[config.mk]
export PLATFORM = sky130hd
export DESIGN_NAME = ipf_top
export DESIGN_NICKNAME = d
export VERILOG_FILES = /design/src/core/ipf_prio_gate.v /design/src/core/ipf_top.v
export VERILOG_INCLUDE_DIRS = /design/src /design/src/core
export SDC_FILE = /design/constraint.sdc
export NUM_CORES = 1
export LEC_CHECK = 0
export BUFFER_PORTS_ARGS = -buffer_cell sky130_fd_sc_hd__buf_4
export CAP_MARGIN = 20
export CORE_ASPECT_RATIO = 0.5
export CORE_UTILIZATION = 40
export CTS_CLUSTER_DIAMETER = 30
export DETAILED_ROUTE_END_ITERATION = 12
export PLACE_DENSITY = 0.73
export SYNTH_ARGS = -nofsm -noshare
export SYNTH_HDL_FRONTEND = slang
export SYNTH_HIERARCHICAL = 1
export SYNTH_SLANG_ARGS = --single-unit
[constraint.sdc]
create_clock -name clk -period 5.5 [get_ports clk]
set_clock_uncertainty 0.05 [all_clocks]
set_input_delay 0.275 -clock clk [delete_from_list [all_inputs] [get_ports clk]]
set_output_delay 0.275 -clock clk [all_outputs]
set_load 0.03 [all_outputs]
[src/core/ipf_map.vh]
// register map, field layout and reset values of the priority block
`ifndef IPF_MAP_VH
`define IPF_MAP_VH

// ----------------------------------------------------------------------
// bus geometry
// ----------------------------------------------------------------------
`define IPF_ADDR_W          4
`define IPF_DATA_W          16
`define IPF_ZERO16          16'h0000

// ----------------------------------------------------------------------
// register offsets
// ----------------------------------------------------------------------
`define IPF_OFF_TIMER_OC_IC 4'h0
`define IPF_OFF_WAKEUP      4'h1

// ----------------------------------------------------------------------
// field layout
// ----------------------------------------------------------------------
`define IPF_PRIO_W          3
`define IPF_TIMER_HI        14
`define IPF_TIMER_LO        12
`define IPF_COMPARE_HI      10
`define IPF_COMPARE_LO      8
`define IPF_CAPTURE_HI      6
`define IPF_CAPTURE_LO      4
`define IPF_WAKE_HI         2
`define IPF_WAKE_LO         0

// ----------------------------------------------------------------------
// field values
// ----------------------------------------------------------------------
`define IPF_PRIO_RESET      3'h4
`define IPF_PRIO_OFF        3'h0
`define IPF_PRIO_MAX        3'h7

// ----------------------------------------------------------------------
// sources
// ----------------------------------------------------------------------
`define IPF_NSRC            4
`define IPF_SRC_W           2
`define IPF_SRC_TIMER       2'h0
`define IPF_SRC_COMPARE     2'h1
`define IPF_SRC_CAPTURE     2'h2
`define IPF_SRC_WAKE        2'h3

`endif

[src/core/ipf_prio_gate.v]
// per-source gate: qualifies a flag by its priority field
`include "ipf_map.vh"

module ipf_prio_gate (
    input  wire                   clk,
    input  wire                   sys_rst,
    input  wire                   flag,
    input  wire [`IPF_PRIO_W-1:0] prio,
    output reg                    req_r,
    output reg  [`IPF_PRIO_W-1:0] level_r
);

    // ------------------------------------------------------------------
    // gating
    // ------------------------------------------------------------------
    wire                   enabled;
    wire                   req_nxt;
    wire [`IPF_PRIO_W-1:0] level_nxt;

    // RQ5: zero disables source
    assign enabled   = (prio != `IPF_PRIO_OFF);
    assign req_nxt   = flag & enabled;
    // RQ3: direct level map
    // RQ4: value is the level
    assign level_nxt = req_nxt ? prio : `IPF_PRIO_OFF;

    always @(posedge clk) begin
        if (sys_rst) begin
            req_r   <= 1'b0;
            level_r <= `IPF_PRIO_OFF;
        end else begin
            req_r   <= req_nxt;
            level_r <= level_nxt;
        end
    end

endmodule

[src/core/ipf_top.v]
// priority field registers with per-source gating and arbitration
//
// The plain strobed port and the address map are this design's own decisions.
`include "ipf_map.vh"

// Summary of operation
// RQ1: a 16-bit register holds 3-bit timer, compare and capture priorities.
// RQ2: the timer priority sits in bits 14 to 12 and is read and written.
// RQ3: a field value of 111 gives the source level 7, the highest.
// RQ4: other nonzero values map straight to levels, 001 being level 1.
// RQ5: a field value of 000 disables the source so it never requests.
// RQ6: a second 16-bit register holds only the wake priority in bits 2-0.
// RQ7: unimplemented bits read as zero and ignore writes.
// RQ8: the wake field uses the same seven-level coding, zero disabling it.
// RQ9: reset loads every implemented field with 100, level 4.
module ipf_top (
    input  wire                   clk,
    input  wire                   sys_rst,
    input  wire [`IPF_ADDR_W-1:0] reg_addr,
    input  wire [`IPF_DATA_W-1:0] reg_wdata,
    input  wire                   reg_wr,
    input  wire                   reg_rd,
    output reg  [`IPF_DATA_W-1:0] reg_rdata,
    input  wire                   timer_two_flag,
    input  wire                   compare_two_flag,
    input  wire                   capture_two_flag,
    input  wire                   low_power_wake_flag,
    output wire [`IPF_NSRC-1:0]   src_req,
    output reg                    irq_pending_r,
    output reg  [`IPF_PRIO_W-1:0] irq_level_r,
    output reg  [`IPF_SRC_W-1:0]  irq_source_r
);

    // ------------------------------------------------------------------
    // address decode
    // ------------------------------------------------------------------
    wire sel_timer_oc_ic;
    wire sel_wakeup;
    wire wr_timer_oc_ic;
    wire wr_wakeup;

    assign sel_timer_oc_ic = (reg_addr == `IPF_OFF_TIMER_OC_IC);
    assign sel_wakeup      = (reg_addr == `IPF_OFF_WAKEUP);
    // an unmapped index selects nothing, so its writes are dropped
    assign wr_timer_oc_ic  = reg_wr & sel_timer_oc_ic;
    assign wr_wakeup       = reg_wr & sel_wakeup;

    // ------------------------------------------------------------------
    // priority fields
    // ------------------------------------------------------------------
    reg  [`IPF_PRIO_W-1:0] timer_two_priority_r;
    reg  [`IPF_PRIO_W-1:0] compare_two_priority_r;
    reg  [`IPF_PRIO_W-1:0] capture_two_priority_r;
    reg  [`IPF_PRIO_W-1:0] low_power_wake_priority_r;

    reg  [`IPF_PRIO_W-1:0] timer_two_priority_nxt;
    reg  [`IPF_PRIO_W-1:0] compare_two_priority_nxt;
    reg  [`IPF_PRIO_W-1:0] capture_two_priority_nxt;
    reg  [`IPF_PRIO_W-1:0] low_power_wake_priority_nxt;

    // only field bits are stored, so stray write bits simply vanish
    always @* begin
        // hold by default; a write replaces whole fields at once
        timer_two_priority_nxt      = timer_two_priority_r;
        compare_two_priority_nxt    = compare_two_priority_r;
        capture_two_priority_nxt    = capture_two_priority_r;
        low_power_wake_priority_nxt = low_power_wake_priority_r;
        if (wr_timer_oc_ic) begin
            // RQ1: three fields written
            // RQ2: timer field bits 14-12
            timer_two_priority_nxt =
                reg_wdata[`IPF_TIMER_HI:`IPF_TIMER_LO];
            compare_two_priority_nxt =
                reg_wdata[`IPF_COMPARE_HI:`IPF_COMPARE_LO];
            capture_two_priority_nxt =
                reg_wdata[`IPF_CAPTURE_HI:`IPF_CAPTURE_LO];
        end
        if (wr_wakeup) begin
            // RQ6: wake field bits 2-0
            low_power_wake_priority_nxt =
                reg_wdata[`IPF_WAKE_HI:`IPF_WAKE_LO];
        end
    end

    always @(posedge clk) begin
        if (sys_rst) begin
            // RQ9: level 4 at reset
            timer_two_priority_r      <= `IPF_PRIO_RESET;
            compare_two_priority_r    <= `IPF_PRIO_RESET;
            capture_two_priority_r    <= `IPF_PRIO_RESET;
            low_power_wake_priority_r <= `IPF_PRIO_RESET;
        end else begin
            timer_two_priority_r      <= timer_two_priority_nxt;
            compare_two_priority_r    <= compare_two_priority_nxt;
            capture_two_priority_r    <= capture_two_priority_nxt;
            low_power_wake_priority_r <= low_power_wake_priority_nxt;
        end
    end

    // ------------------------------------------------------------------
    // read path
    // ------------------------------------------------------------------
    // read mux; the registered copy below is what the bus sees
    reg [`IPF_DATA_W-1:0] rd_word;

    always @* begin
        // an unmapped index matches no branch and reads as zero
        rd_word = `IPF_ZERO16;
        if (sel_timer_oc_ic) begin
            // RQ7: gaps stay zero
            rd_word[`IPF_TIMER_HI:`IPF_TIMER_LO] =
                timer_two_priority_r;
            rd_word[`IPF_COMPARE_HI:`IPF_COMPARE_LO] =
                compare_two_priority_r;
            rd_word[`IPF_CAPTURE_HI:`IPF_CAPTURE_LO] =
                capture_two_priority_r;
        end else if (sel_wakeup) begin
            // RQ7: upper bits zero
            rd_word[`IPF_WAKE_HI:`IPF_WAKE_LO] =
                low_power_wake_priority_r;
        end
    end

    // ------------------------------------------------------------------
    // read data register
    // ------------------------------------------------------------------
    reg [`IPF_DATA_W-1:0] rdata_nxt;

    // data holds only in the cycle after the read, zero otherwise,
    // so a bus that ORs several slaves needs no extra gating
    always @* begin
        if (reg_rd) begin
            rdata_nxt = rd_word;
        end else begin
            rdata_nxt = `IPF_ZERO16;
        end
    end

    always @(posedge clk) begin
        if (sys_rst) begin
            reg_rdata <= `IPF_ZERO16;
        end else begin
            reg_rdata <= rdata_nxt;
        end
    end

    // ------------------------------------------------------------------
    // per-source gating
    // ------------------------------------------------------------------
    wire [`IPF_NSRC-1:0]             flag_vec;
    wire [`IPF_NSRC*`IPF_PRIO_W-1:0] prio_vec;
    wire [`IPF_NSRC*`IPF_PRIO_W-1:0] level_vec;

    // flags come from logic on this clock, so no synchroniser stage
    assign flag_vec = {low_power_wake_flag,
                       capture_two_flag,
                       compare_two_flag,
                       timer_two_flag};

    // RQ8: wake uses same coding
    assign prio_vec = {low_power_wake_priority_r,
                       capture_two_priority_r,
                       compare_two_priority_r,
                       timer_two_priority_r};

    // one gate per source; bit order matches src_req
    genvar gi;
    generate
        for (gi = 0; gi < `IPF_NSRC; gi = gi + 1) begin : g_src
            ipf_prio_gate u_gate (
                .clk     (clk),
                .sys_rst (sys_rst),
                .flag    (flag_vec[gi]),
                .prio    (prio_vec[gi*`IPF_PRIO_W +: `IPF_PRIO_W]),
                .req_r   (src_req[gi]),
                .level_r (level_vec[gi*`IPF_PRIO_W +: `IPF_PRIO_W])
            );
        end
    endgenerate

    // ------------------------------------------------------------------
    // arbitration
    // ------------------------------------------------------------------
    reg [`IPF_PRIO_W-1:0] best_level;
    reg [`IPF_SRC_W-1:0]  best_src;
    reg                   best_any;
    reg [`IPF_PRIO_W-1:0] cand;
    integer               si;

    // strict greater-than: on a tie the lower source index wins,
    // so the timer beats the wake source at equal level
    always @* begin
        best_level = `IPF_PRIO_OFF;
        best_src   = `IPF_SRC_TIMER;
        best_any   = 1'b0;
        cand       = `IPF_PRIO_OFF;
        for (si = 0; si < `IPF_NSRC; si = si + 1) begin
            cand = level_vec[si*`IPF_PRIO_W +: `IPF_PRIO_W];
            // RQ3: higher level wins
            if (src_req[si] && (cand > best_level)) begin
                best_level = cand;
                best_src   = si[`IPF_SRC_W-1:0];
                best_any   = 1'b1;
            end
        end
    end

    // ------------------------------------------------------------------
    // arbitration register
    // ------------------------------------------------------------------
    // one stage keeps decode glitches off the request outputs
    always @(posedge clk) begin
        if (sys_rst) begin
            irq_pending_r <= 1'b0;
            irq_level_r   <= `IPF_PRIO_OFF;
            irq_source_r  <= `IPF_SRC_TIMER;
        end else begin
            irq_pending_r <= best_any;
            irq_level_r   <= best_level;
            irq_source_r  <= best_src;
        end
    end

endmodule

# Yosys cells after proc, flatten, opt, wreduce, memory -nomap -nowiden
# Index checks and enable logic that the tools add are counted.
totals:
  ff_bits: 50
  input_bits: 28
  output_inout_bits: 26
  wordCells: 62
classes:
  magnitude_cmp: 4
  eq_ne: 1
  mux: 11
  bitwise_logic: 13
  n_reduce_logical: 15
ops:
  columns: ["operator", "n"]
  rows:
  - ["$mux W3", 4]
  - ["$reduce_bool A3 Y1", 4]
  - ["$gt A3 B3 Y1", 3]
  - ["$reduce_or A2 Y1", 4]
  - ["$not A1 Y1", 7]
  - ["$and A1 B1 Y1", 6]
  - ["$mux W1", 5]
  - ["$eq A4 B1 Y1 const B", 1]
  - ["$logic_and A1 B1 Y1", 4]
  - ["$logic_not A4 Y1", 1]
  - ["$mux W2", 2]
  - ["$reduce_or A4 Y1", 1]
  - ["$gt A3 B1 Y1 const B", 1]
  - ["$reduce_or A3 Y1", 1]

# Depth between registers and ports, before layout
# Gate-level depths: netlist of run 1.
logic_depth:
  word_depth: 12
  depth_mapped: 21
  mapped_depth_nobuf: 21

# Modules after synthesis
# Netlist of run 1, hierarchy kept.
by_module_without_submodules:
  columns: ["module", "n_inst", "cells_each", "area_per_inst_um2", "seq_area_each_um2"]
  rows:
  - ["ipf_top", 1, 149, 1445.1, 600.6]
  - ["ipf_prio_gate", 4, 9, 121.4, 80.1]

# Least setup slack after synthesis of run 1
# Ideal clock, no wire load.
synth_path:
  path_kind: "reg2reg"
  start: "reg g_src[0].u_gate.req_r"
  end: "reg irq_level_r[1]"
  setup_time_ps: 120
  arrival_ps: 3927
  required_time_ps: 5330
  slack_ps: 1404
  stages_incl_launch_ff: 21
  period_less_slack_ps: 4096
  path_cell_list: "dfxtp_1 and2_1 inv_1 ha_1 nand3_1 o31ai_4 nor2_4 mux2_4 ha_1 and2b_1 o21ai_0 a21boi_2 nand3_4 nand2_1 o21ai_0 ha_1 nor2b_1 o21ai_0 a21oi_1 nor3_1 a211o_1"
synth_between:
  elab_chain_len: 11
synth_lines:
  columns: ["item", "line_no", "source"]
  rows:
  - ["from (decl)", "ipf_prio_gate.v:9", "output reg req_r,"]
  - ["from (signal assigned)", "ipf_prio_gate.v:32", "req_r <= req_nxt;"]
  - ["$logic_and A1 B1 Y1 (*)", "ipf_top.v:200", "if (src_req[si] && (cand > best_level)) begin"]
  - ["$mux W3 (*)", "ipf_top.v:200", null]
  - ["$gt A3 B3 Y1", "ipf_top.v:200", null]
  - ["$logic_and A1 B1 Y1", "ipf_top.v:200", null]
  - ["$mux W3 (*)", "ipf_top.v:200", null]
  - ["$gt A3 B3 Y1", "ipf_top.v:200", null]
  - ["$logic_and A1 B1 Y1", "ipf_top.v:200", null]
  - ["$mux W3 (*)", "ipf_top.v:200", null]
  - ["$gt A3 B3 Y1", "ipf_top.v:200", null]
  - ["$logic_and A1 B1 Y1", "ipf_top.v:200", null]
  - ["$mux W3 (*)", "ipf_top.v:200", null]
  - ["to (signal assigned)", "ipf_top.v:215", "irq_level_r <= `IPF_PRIO_OFF;"]
  - ["to (signal assigned)", "ipf_top.v:219", "irq_level_r <= best_level;"]
  - ["to (decl)", "ipf_top.v:30", "output reg [`IPF_PRIO_W-1:0] irq_level_r,"]
# Mark *: on every way between the ends. The rest lies on a longest branch, timed or not.
# A chain may end at the register's enable or synchronous reset.

# Worst setup path in the final report of run 1
# Ends and elaborated chain as after synthesis.

==> results.md, run 1 <==
Setup path:
- The number of buffers and inverters on the critical path is 1.
- The startpoint of the most critical register-to-register path is g_src[0].u_gate/req_r$_SDFF_PP0_.
- In this run the worst setup path begins at g_src[0].u_gate/req_r$_SDFF_PP0_.
- Walking the worst path, the cells encountered are and2_1 > inv_1 > ha_1 > nand3_1 > o31ai_4 > nor2_4 > mux2_4 > ha_1 > and2b_1 > o21ai_0 > a21boi_2 > nand3_4 > nand2_1 > o21ai_0 > ha_1 > nor2b_1 > o21ai_0 > a21oi_1 > nor3_1 > a211o_1.
- The largest stage delay on the critical path is 0.42 ns.
- The data arrival time at the worst-slack endpoint is 4.49 ns.
- The critical path data required time is 5.64 ns.
- The peak fanout along the critical path is 7.
- The kind of start point of the critical path is a register.
- The critical-path cell with the highest stage delay is a21oi_1.
- The kind of cell with the highest combined delay along the critical path is compound AO/OA/AOI/OAI gates.
- The kind of end point of the critical path is a register.
- The critical path is of the register to register type.

Cells and area:
- 0 antenna diodes ended up in the layout.
- Of the cells placed in the final design, the portion with a size suffix greater than 1 is 0.299.
- At the end of the flow, the number of nets in the layout was 269.
- The relative area change from synthesis to final layout is 24.8%.
- The footprint of the flip-flops and latches is 921 um2.
- The layout has 418 filler cells.
- The area taken by multi-input logic gates is 937 um2.

Routing:
- The detailed-route vias per instance is 4.65.
- Summing over every cut layer, the via total after detailed routing is 1394.
- In the final routed layout, each cell accounts on average for 12.1 um.
- The number of nets with antenna violations after routing is 0.
- The total DRC errors in the routed layout is 0.
- After the first detailed-routing iteration, the DRC count stood at 40.
- The length of the first detailed-routing pass in iterations is 4.
- Wires add up to 3620 um.

STA:
- The worst hold margin is 0.152 ns.
- The aggregate negative setup slack is 0 ns.
- The final-report hold violation count came to 0.
- Setup repair after global routing left no endpoint under its margin.
- Based on the critical path, the design can be clocked at up to 0.229 GHz.
- The number of endpoints failing setup at the final stage is 0.
- The measured slew at the worst slew-check pin is 0.844 ns.
- The normalized max-slew margin is 0.433.
- The final cycle utilization of the critical path is 0.792.
- The max-slew violation count is 0.
- The routed design could run at a clock period as short as 4.36 ns.

Global route:
- The global-route usage over all layers is 0.156.
- The initial antenna violation count is 0.
- The layer with the highest usage is met2.
- The number of global-route vias before repair is 1305.
- For this run, global-route usage on met1 was measured as 0.203.
- The first global-routing pass estimated 6000 um of wire.
- The sum of overflow across all layers after global routing is 0.
- In the global route stage, met3 resource usage came out at 0.0369.
- The met2 demand-to-capacity share in global routing is 0.248.
- The maximum number of pins on one net before global-route repair is 26.

Clock tree:
- The number of buffers between clock root and the deepest sink is 2.
- TritonCTS built the clock tree.
- The post-CTS setup-driven buffer insertion count is 0.
- The clock root buffer is clkbuf_8.
- The later pin in the worst-skew pair is clocked with a latency of 0.30 ns.
- The number of levels the H-tree was split into is 2.
- CTS saw 46 sinks.
- Buffers inserted to repair hold after CTS numbered 0.
- Clock-pin slew was measured on the worst setup and hold paths at 0.09 ns.
- The post-cts sizing count is 0.
- The number of buffers created by CTS is 5.

Yosys:
- By area the synthesized netlist is led by dfxtp_1 48%, and2_1 8.4%, ha_1 5.2%, mux2i_1 4.1%, nor2b_4 3.6%.
- The mean instance size in the synthesized netlist is 10.4 um2.
- Of the post-synthesis cell area, the dominant cell type holds 0.477.
- During synthesis, Yosys emitted a total of 6 warnings.
- The synthesized design contains 46 register bits.
- After synthesis the cells add up to 0.00193 mm2.
- The count of unique library cells instantiated by Yosys is 42.
- After technology mapping, the gate count stands at 185.
- The largest total area in the synthesized netlist belongs to dfxtp_1.
- The fraction of the yosys area taken by sequential cells is 0.477.

Die:
- The x dimension of the die is 100 um.
- The floorplan step defined a die boundary enclosing 0.00513 mm2.
- The total area inside the core boundary comes to 0.00451 mm2.
- During I/O placement, the number of pins put on the boundary was 54.
- The starting utilization of the core area is 0.428.
- The die is 51.1 um tall.
- The number of placement rows is 17.

Worst hold path:
- The startpoint identified for the worst hold timing path is reg_wdata[9].
- The path class of the lowest-slack min-delay path is input port to register.

Placement:
- The quantity of I/O buffers inserted on ports is 45.
- The final weighted congestion in routability-driven placement is 0.766.
- Summed over all nets, the half-perimeter wirelength after detailed placement is 2750 um.

Pwr:
- VDD sags by at most 127 uV.
- In this run the static leakage power is 1.11 nW.
- In this run the power density over the cells is 254 mW/mm2.

Status:
- The run finished with clean final reports.

Flow run:
- The tool flagged a number of max-cap violations equal to 0.
## final timing paths
path	to	slack (ns)	cells past startpoint
setup reg to reg	irq_level_r[1]$_SDFF_PP0_	1.14	20
setup / recovery	irq_level_r[1]$_SDFF_PP0_	1.14	20
hold / removal	compare_two_priority_r[1]$_SDFFE_PP0P_	0.15	3
hold reg to reg	irq_level_r[0]$_SDFF_PP0_	0.45	2
## worst register-to-register path, stage by stage, from the launching register on
cell and delay [ns]:
dfxtp_1 0.41, and2_1 0.20, inv_1 0.07, ha_1 0.30
nand3_1 0.16, o31ai_4 0.11, nor2_4 0.23, mux2_4 0.34
ha_1 0.17, and2b_1 0.21, o21ai_0 0.10, a21boi_2 0.24
nand3_4 0.14, nand2_1 0.08, o21ai_0 0.08, ha_1 0.29
nor2b_1 0.12, o21ai_0 0.11, a21oi_1 0.42, nor3_1 0.09
a211o_1 0.31
## layout make-up
| type | count | area share |
|---|---|---|
| clock buffer | 5 | 0.0286 |
| clock inverter | 3 | 0.00883 |
| inverter | 11 | 0.0171 |
| multi-input combinational | 124 | 0.389 |
| sequential | 46 | 0.382 |
| tap | 66 | 0.0343 |
| timing repair buffer | 45 | 0.140 |
## Yosys cell counts (all sizes together)
cell,number
a211o,5
a211oi,1
a21boi,1
a21o,1
a21oi,8
a221oi,1
a31oi,1
a41oi,1
and2,26
and2b,1
and3,1
buf,6
clkbuf,1
conb,1
dfxtp,46
ha,8
inv,11
mux2,1
mux2i,8
nand2,5
nand3,4
nand3b,1
nand4,1
nand4b,1
nor2,19
nor2b,6
nor3,2
nor3b,2
nor4b,1
o211ai,2
o21ai,5
o31a,5
o31ai,1
or3,1
## cell usage in the layout (no fill, tap or decap), types with 2 or more instances in the layout
cell type / count
dfxtp_1: 46
buf_4: 45
and2_1: 26
nor2_1: 18
inv_1: 11
mux2i_1: 8
ha_1: 8
a21oi_1: 7
nand2_1: 5
nor2b_4: 5
o31a_1: 5
a211o_1: 5
clkbuf_8: 5
conb_1: 4
o21ai_0: 3
nand3_1: 3
o211ai_2: 2
nor3_1: 2
nor3b_1: 2
## metal layers
metal,vias up,share of wire
li1,715,-
met5,-,0
met4,0,0.016
met3,6,0.036
met2,34,0.45
met1,639,0.50
## flip-flops by register name (all words and copies together) (netlist names)
register / flops
timer_two_priority_r: 3
irq_level_r: 3
capture_two_priority_r: 3
irq_source_r: 2
reg_rdata: 12
g_src.u_gate/req_r: 4
g_src.u_gate/level_r: 12
low_power_wake_priority_r: 3
irq_pending_r: 1
compare_two_priority_r: 3
## metrics by stage
| step | cell area [um2] | power (mW) | cells | setup slack [ns] | util |
|---|---|---|---|---|---|
| floorplan | 1940 | 0.394 | 188 | 1.40 | - |
| global placement | 2320 | 0.417 | 292 | 1.27 | 0.514 |
| detailed placement | 2320 | 0.419 | 292 | 1.17 | 0.514 |
| CTS | 2410 | 0.620 | 300 | 1.13 | 0.534 |
| global route | 2410 | 0.644 | 300 | 0.866 | 0.534 |
| finish | 2410 | 0.613 | 300 | 1.14 | 0.534 |
## where the power goes
part / total [mW] / switching, mW / internal, mW
sequential: 0.345 / 0.00540 / 0.340
clock: 0.202 / 0.113 / 0.0893
combinational: 0.0653 / 0.0356 / 0.0297
total: 0.613 / 0.154 / 0.459
## cells by family after synthesis
kind of cell | after synthesis | synth area share
other | 1 | 0.00194
AO/OA/AOI/OAI | 32 | 0.140
buffers and inverters | 18 | 0.0434
AND/OR/NAND/NOR | 71 | 0.237
adder cells (fa/ha/maj) | 8 | 0.0518
flip-flops | 46 | 0.477
multiplexers | 9 | 0.0493
Power figures use the tool's default switching activity.
==> run 2, diff against run 1 <==
- ABC_AREA: default -> 1
- clock period: 5.5 -> 4.45 ns (I/O delays scaled with it)
==> run 2 against run 1 <==
Effect of this change: clock power increased by 18%; design area increased by 0.78%; sequential cell count is the same; sequential power rose by 24%; largest power group unchanged; critical path depth grew 4; critical path type unchanged; clock-buffer cell count rose by 1; via count rose by 8.3%; total power increased by 24%; global-route usage hardly changed; final cell count rose by 19%; synthesized area up 1.3%; highest routed layer unchanged; utilization decreased by 0.087 points.
==> results.md, run 2 <==
Pwr:
- The total power after layout is 0.763 mW (+24%).
- The power density normalized to cell area is 314 mW/mm2 (+23%).
- The static leakage is 1.22 nW (+9.8%).
- The maximum resistive drop on vdd came to 144 uV (+14%).

Die:
- The number of top-level pins is 54 (unchanged).
- The starting utilization of the core area is 0.430 (+0.00150).
- The die height is 51.4 um (+0.62%).
- The x dimension of the die is 101 um (+0.63%).
- The die outline area is 0.00519 mm2 (+1.3%).
- The placeable core area came to 0.00455 mm2 (+0.94%).
- The number of placement rows is 17 (unchanged).

Routing:
- The total DRC errors in the routed layout came to 0 (unchanged).
- The detailed-route vias per instance is 4.22 (-9.2%).
- The total number of vias is 1510 (+8.3%).
- The total detailed-routing wirelength is 3720 um (+2.9%).
- The length of the first detailed-routing pass in iterations came to 4 (unchanged).
- The number of nets with antenna violations after routing was 0 (unchanged).
- The average wire per standard cell is 10.4 um (-14%).
- The violation count after the first detailed-routing iteration is 35 (-13%).

STA:
- The clock period minus final worst setup slack is 3.69 ns (-0.668 ns).
- The final-report hold violation count came to 0 (unchanged).
- The highest clock frequency the design can meet is 0.271 GHz (+18%).
- Setup repair after global routing left no endpoint under its margin.
- The final cycle utilization of the critical path came to 0.829 (+0.0368).
- The aggregate negative setup slack came to 0 ns (unchanged).
- The minimum setup slack in the final design is 0.760 ns (-0.382 ns).
- The number of endpoints failing setup at the final stage was 0 (unchanged).
- The max-slew violation count is 0 (unchanged).
- The worst hold margin is 0.0961 ns (-0.0555 ns).

Global route:
- The initial antenna violation count was 0 (unchanged).
- The maximum number of pins on one net before global-route repair is 16 (-38%).
- The global-route usage over all layers is 0.156 (+0.000295).
- The sum of overflow across all layers after global routing is 0 (unchanged).
- The number of global-route vias before repair is 1450 (+11%).
- The global-route wire length before repair was 6220 um (+3.8%).

Setup path:
- The largest individual stage delay along the critical path comes from the cell dfxtp_1.
- The kind of end point of the critical path is a register.
- The register-to-register setup slack is 0.76 ns (-0.38 ns).
- The kind of start point of the critical path is a register.
- The largest stage delay on the critical path came to 0.37 ns (-0.05 ns).
- The critical path data required time was 4.59 ns (-1.05 ns).
- The critical path start-end classification is register to register.
- In this design, the critical path's most frequently occurring cell is nand2_1.
- The startpoint identified for the worst register-to-register timing path is g_src[0].u_gate/req_r$_SDFF_PP0_.
- The peak fanout along the critical path is 9 (+2).
- The data arrival time at the worst-slack endpoint was 3.83 ns (-0.66 ns).
- Traced cell by cell, the critical path runs through a21boi_1 > nand2_1 > ha_1 > nand3_1 > nand2_1 > inv_2 > nand2_4 > nand2_2 > o21ai_2 > ha_1 > inv_1 > o21ai_1 > a21oi_1 > nor2_4 > nand3_1 > and2_1 > ha_1 > nand2_1 > o21ai_2 > nand3_4 > o21ai_0 > inv_2 > nand2_1 > inv_1.
- The endpoint identified for the worst register-to-register timing path is irq_level_r[0]$_SDFF_PP0_.
- The worst reg-to-reg path cell count is 24 (+20%).

Cells and area:
- The share of the core filled with cells came to 0.534 (-0.000871).
- The post-layout net count was 327 (+22%).
- The cell area after layout came to 0.00243 mm2 (+0.78%).
- The final cell count without fillers was 358 (+19%).
- The most frequent standard cell in the layout excluding fill and tap cells is inv_1.
- The share of post-route cells with drive strength above 1 is 0.264 (-0.0354).
- The relative area change from synthesis to final layout is 24.2%.
- The count of antenna diodes in the layout was 0 (unchanged).
- The largest registers in the layout are g_src.u_gate/level_r (12), reg_rdata (12), g_src.u_gate/req_r (4).
- Leaving out fill and tap cells, the most frequent cells in the layout are 54 x inv_1, 46 x dfxtp_1, 45 x buf_4.

Placement:
- The final weighted congestion in routability-driven placement was 0.727 (-5.2%).
- The placement-stage cell area is 0.00234 mm2 (+0.97%).
- The worst setup slack before clock tree synthesis is 0.776 ns (-0.390 ns).
- The quantity of I/O buffers inserted on ports is 45 (unchanged).
- The placed cell count is 350 (+20%).
- The sum of net half-perimeters after detailed placement is 2960 um (+7.5%).

Yosys:
- The gate count after technology mapping came to 242 (+31%).
- The fraction of synthesized area in multiplexers is 0 (-0.0493).
- The post-synthesis compound-gate area fraction is 0.113 (-0.0267).
- The count of unique library cells instantiated by Yosys came to 29 (-31%).
- By area the synthesized netlist is led by dfxtp_1 47%, inv_1 10%, nor2_1 5.4%, ha_1 5.1%, nand2_1 4.2%.
- The basic-gate share of the synthesized area counting and, or, nand and nor cells is 0.226 (-0.0101).
- The mapped cell area is 0.00196 mm2 (+1.3%).
- The largest family of logic cells by synthesized area is simple AND/OR/NAND/NOR gates.
- The mean instance size in the synthesized netlist is 8.08 um2 (-23%).
- By instance count, the leading cell after synthesis is inv_1.
- The commonest cells after synthesis are 54 x inv_1, 46 x dfxtp_1, 28 x nor2_1.
- The number of enable-type register cells in the synthesized netlist came to 0 (unchanged).
- The cell type with the highest aggregate area in the netlist is dfxtp_1.
- The fraction of the yosys area taken by sequential cells is 0.471 (-0.00610).
- The flip-flop cell with the highest count after synthesis is dfxtp_1.
- The synthesized-area fraction occupied by xor and xnor cells is 0 (unchanged).
- The count of state elements after synthesis is 46 (unchanged).
- The async set or reset register ratio after synthesis is 0 (unchanged).
- The proportion of netlist area held by the largest area contributor came to 0.471 (-0.00610).
- The adder and majority cell fraction of the synthesized area is 0.0512 (-0.000663).
- The number of warnings printed during yosys synthesis came to 6 (unchanged).

Flow run:
- The max-cap violation count was 0 (unchanged).

Worst hold path:
- The cell depth of the worst min-delay path is 3 (unchanged).
- In this run the most critical hold path is launched from reg_wdata[6].
- The endpoint of the worst hold path is capture_two_priority_r[2]$_SDFFE_PP1P_.
- In this run the worst hold path is classified as input port to register.

Clock tree:
- The post-CTS setup-driven buffer insertion count came to 0 (unchanged).
- The total of hold buffers inserted after clock tree synthesis came to 0 (unchanged).
- The total clock sinks is 46 (unchanged).
- The number of buffers between clock root and the deepest sink was 2 (unchanged).
- The CTS tree is built.
- The number of levels the H-tree was split into came to 2 (unchanged).
- The number of buffers created by CTS is 5 (unchanged).
- The root buffer cell chosen for the clock tree is clkbuf_8.
- The clock-pin transition on the worst setup and hold timing paths is 0.09 ns (about the same).
- The worst-skew pair later-pin latency is 0.29 ns (about the same).
- The post-cts sizing count was 0 (unchanged).

Status:
- The run finished with clean final reports.
run 2: cell types whose count changed after synthesis, sizes merged, moves of 7 or more:
cell   change
and2      -25
inv       +48
nor2      +15
nand2     +24
a21oi      +8
mux2i      -8
nand3      +7
o21ai     +14
run 2: report_power, final:
part           internal [mW]  switching (mW)
logic                 0.0393          0.0557
clock network          0.111           0.129
registers              0.422         0.00656
total                  0.572           0.191
run 2: routing by layer:
metal	routed length (um)	vias up	global-route usage
met2	1770	30	0.283
met1	1760	646	0.186
met4	40	0	0.0435
met3	155	7	0.0397
li1	-	827	-
met5	0	-	0
run 2: area by class of cell:
type                       instances  area (um2)
inverter                          59         221
clock buffer                       6        72.6
multi-input combinational        134         779
tap                               66        82.6
clock inverter                     2        13.8
sequential                        46         921
fill                             426        2120
timing repair buffer              45         338
run 2: logic make-up after synthesis:
kind of cell | after synthesis
adder cells (fa/ha/maj) | 8
buffers and inverters | 65
other | 1
AO/OA/AOI/OAI | 39
flip-flops | 46
AND/OR/NAND/NOR | 83
run 2: worst max-delay path: cells and delay by family, from the launching register on:
family	cells	cell delay, ns
fa+ha+maj	3	0.88
compound gates	6	0.98
buf+inv	4	0.19
simple gates	11	1.15
flops	1	0.37
run 2: how the worst max path moves through the flow:
stage / startpoint / end / slack (ns)
CTS: g_src[0].u_gate/req_r$_SDFF_PP0_ / irq_level_r[0]$_SDFF_PP0_ / 0.75
global placement: g_src[0].u_gate/req_r$_SDFF_PP0_ / irq_level_r[0]$_SDFF_PP0_ / 0.95
detailed placement: g_src[0].u_gate/req_r$_SDFF_PP0_ / irq_level_r[0]$_SDFF_PP0_ / 0.78
finish: g_src[0].u_gate/req_r$_SDFF_PP0_ / irq_level_r[0]$_SDFF_PP0_ / 0.76
floorplan: g_src[0].u_gate/req_r$_SDFF_PP0_ / irq_level_r[1]$_SDFF_PP0_ / 0.91
global route: g_src[0].u_gate/req_r$_SDFF_PP0_ / irq_level_r[1]$_SDFF_PP0_ / 0.41
==> run 3, diff against run 2 <==
- PLACE_DENSITY: 0.73 -> 0.75
- clock period: 4.45 -> 3.1 ns (I/O delays scaled with it)
==> run 3 against run 2 <==
Effect of this change: the flow now finishes with violations (setup timing); critical path depth increased by 1; sequential share of layout area decreased by 5.9 points; via count increased by 16%; wire length increased by 37%; total power increased by 51%; non-clock buffer count increased by 33; clock power increased by 51%; utilization increased by 10 points; critical path type unchanged; critical endpoint is now irq_level_r[1]$_SDFF_PP0_.
==> results.md, run 3 (synthesis results as in run 2) <==
STA:
- Setup repair after global routing could not meet its margin everywhere.
- The highest clock frequency the design can meet is 0.287 GHz (+6.1%).
- The normalized max-slew margin is 0.638.
- The measured slew at the worst slew-check pin is 0.543 ns.
- The number of endpoints failing setup at the final stage is 6 (+6).
- The final cycle utilization of the critical path came to 1.12 (+0.293).
- The minimum setup slack in the final design is -0.378 ns (-1.14 ns).
- The worst hold margin is 0.0212 ns (-0.0750 ns).
- The clock period minus final worst setup slack is 3.48 ns (-0.212 ns).
- The max-slew violation count is 0 (unchanged).
- The final-report hold violation count is 0 (unchanged).

Clock tree:
- The CTS tree is built.
- The number of buffers between clock root and the deepest sink came to 2 (unchanged).
- The number of levels the H-tree was split into was 2 (unchanged).
- The clock-pin transition on the worst setup and hold timing paths came to 0.09 ns (about the same).
- The worst-skew pair later-pin latency is 0.30 ns (about the same).
- The number of buffers created by CTS came to 5 (unchanged).
- The total clock sinks is 46 (unchanged).
- In this run the clock root is driven by a clkbuf_8.

Cells and area:
- The post-layout net count is 360 (+10%).
- The most frequent standard cell in the layout excluding fill and tap cells is buf_4.
- The cell area after layout is 0.00290 mm2 (+19%).
- The share of post-route cells with drive strength above 1 was 0.437 (+0.173).
- In the final layout, the registers with the most flip-flops are g_src.u_gate/level_r (12), reg_rdata (12), g_src.u_gate/req_r (4).
- In the layout the commonest cells are 74 x buf_4, 52 x inv_1, 42 x dfxtp_1.
- The relative area change from synthesis to final layout is 48.1%.
- The final cell count without fillers was 391 (+9.2%).
- The count of antenna diodes in the layout was 0 (unchanged).

Routing:
- The violation count after the first detailed-routing iteration is 79 (+130%).
- The average wire per standard cell is 13.0 um (+25%).
- The total detailed-routing wirelength came to 5090 um (+37%).
- The number of nets with antenna violations after routing is 0 (unchanged).
- The total DRC errors in the routed layout is 0 (unchanged).
- The total number of vias is 1747 (+16%).
- The detailed-route vias per instance is 4.47 (+5.9%).
- The length of the first detailed-routing pass in iterations is 4 (unchanged).

Placement:
- The sum of net half-perimeters after detailed placement was 3170 um (+7.1%).
- The placed cell count is 362 (+3.4%).
- The final weighted congestion in routability-driven placement came to 0.779 (+7.1%).
- The placement-stage cell area was 0.00245 mm2 (+4.8%).
- The quantity of I/O buffers inserted on ports was 45 (unchanged).

Setup path:
- The critical path start-end classification is register to register.
- The peak fanout along the critical path is 8 (-1).
- The end of the worst register-to-register path is irq_level_r[1]$_SDFF_PP0_.
- The kind of start point of the critical path is a register.
- The worst reg-to-reg path cell count is 25 (+4.2%).
- The kind of end point of the critical path is a register.
- The startpoint identified for the worst register-to-register timing path is g_src[0].u_gate/level_r[0]$_SDFF_PP0_.
- The critical path data required time is 3.26 ns (-1.33 ns).
- The largest stage delay on the critical path was 0.34 ns (-0.03 ns).
- The data arrival time at the worst-slack endpoint was 3.64 ns (-0.19 ns).
- The critical-path cell with the highest stage delay is dfxtp_2.
- The dominant cell type by count on the critical path is nand2_2.
- The register-to-register setup slack is -0.38 ns (-1.14 ns).

Status:
- The final reports fail on setup timing.
- The run finished, with violations left.

Die:
- The x dimension of the die is 101 um (unchanged).
- The number of top-level pins was 54 (unchanged).
- The placeable core area was 0.00455 mm2 (unchanged).
- The die height was 51.4 um (unchanged).
- The number of placement rows is 17 (unchanged).
- The starting utilization of the core area is 0.430 (unchanged).
- The die outline area is 0.00519 mm2 (unchanged).

Pwr:
- The static leakage was 1.42 nW (+16%).
- The maximum resistive drop on vdd came to 173 uV (+20%).
- The power density normalized to cell area is 399 mW/mm2 (+27%).

Global route:
- The number of global-route vias before repair came to 1670 (+15%).
- The met2 demand-to-capacity share in global routing is 0.338 (+0.0548).
- The global routing met1 resource utilization is 0.229 (+0.0435).
- The met3 global-route usage is 0.0479 (+0.00821).
- The initial antenna violation count is 0 (unchanged).
- The sum of overflow across all layers after global routing is 0 (unchanged).
- The maximum number of pins on one net before global-route repair is 16 (unchanged).
- The layer with the highest usage is met2.
- The global-route usage over all layers is 0.199 (+0.0426).
- The global-route wire length before repair is 7580 um (+22%).

Worst hold path:
- The hold path startpoint is reg_wdata[10].
- The tightest min-delay check is of the input port to register type.
- The endpoint of the worst hold path is compare_two_priority_r[2]$_SDFFE_PP1P_.
- The cell depth of the worst min-delay path came to 3 (unchanged).

Flow run:
- The max-cap violation count came to 0 (unchanged).
-- run 3: timing repair --
item                                    4_1_cts  5_1_grt
pin swaps                                    24       23
gates resized for setup                      10       29
endpoints found under the setup margin        6        6
hold buffers                                  0        0
buffers inserted                             19        3
gates cloned                                  0        0
-- run 3: critical path, delay by kind of cell (launching register included) --
kind / cells / cell delay (ns)
adder cells (fa/ha/maj): 3 / 0.56
flip-flops: 1 / 0.34
AO/OA/AOI/OAI: 6 / 0.84
buffers and inverters: 5 / 0.44
AND/OR/NAND/NOR: 11 / 1.15
-- run 3: worst max-delay path by stage --
stage | cells after the start | slack, ns | start | to
floorplan | 24 | -0.20 | g_src[0].u_gate/req_r$_SDFF_PP0_ | irq_level_r[0]$_SDFF_PP0_
global placement | 25 | -0.15 | g_src[0].u_gate/level_r[1]$_SDFF_PP0_ | irq_level_r[1]$_SDFF_PP0_
detailed placement | 25 | -0.36 | g_src[0].u_gate/level_r[1]$_SDFF_PP0_ | irq_level_r[1]$_SDFF_PP0_
CTS | 25 | -0.33 | g_src[0].u_gate/level_r[1]$_SDFF_PP0_ | irq_level_r[1]$_SDFF_PP0_
global route | 24 | -0.51 | g_src[0].u_gate/req_r$_SDFF_PP0_ | irq_level_r[0]$_SDFF_PP0_
finish | 25 | -0.38 | g_src[0].u_gate/level_r[0]$_SDFF_PP0_ | irq_level_r[1]$_SDFF_PP0_
-- run 3: area by class of cell --
type | count | area, um2
Timing Repair Buffer | 78 | 601
Multi-Input combinational cell | 134 | 977
Sequential cell | 46 | 928
Clock buffer | 6 | 72.6
Clock inverter | 2 | 13.8
Tap cell | 66 | 82.6
Fill cell | 363 | 1660
Inverter | 59 | 221
-- run 3: metal layers --
layer	vias up	routed length (um)
met5	-	0
met4	0	156
met3	15	261
met2	54	2480
met1	781	2190
li1	897	-
-- run 3: where the power goes --
part	switching, mW	internal (mW)
Combinational	0.0984	0.0798
Clock	0.201	0.159
Sequential	0.0112	0.605
Total	0.310	0.844
-- run 3: through the flow --
stage	power (mW)	worst slack (ns)	utilization	TNS [ns]
floorplan	0.721	-0.201	-	-0.808
global placement	0.772	-0.145	0.539	-0.800
detailed placement	0.777	-0.362	0.539	-2.03
CTS	1.14	-0.326	0.598	-1.83
global route	1.21	-0.512	0.636	-2.99
finish	1.15	-0.378	0.636	-2.19
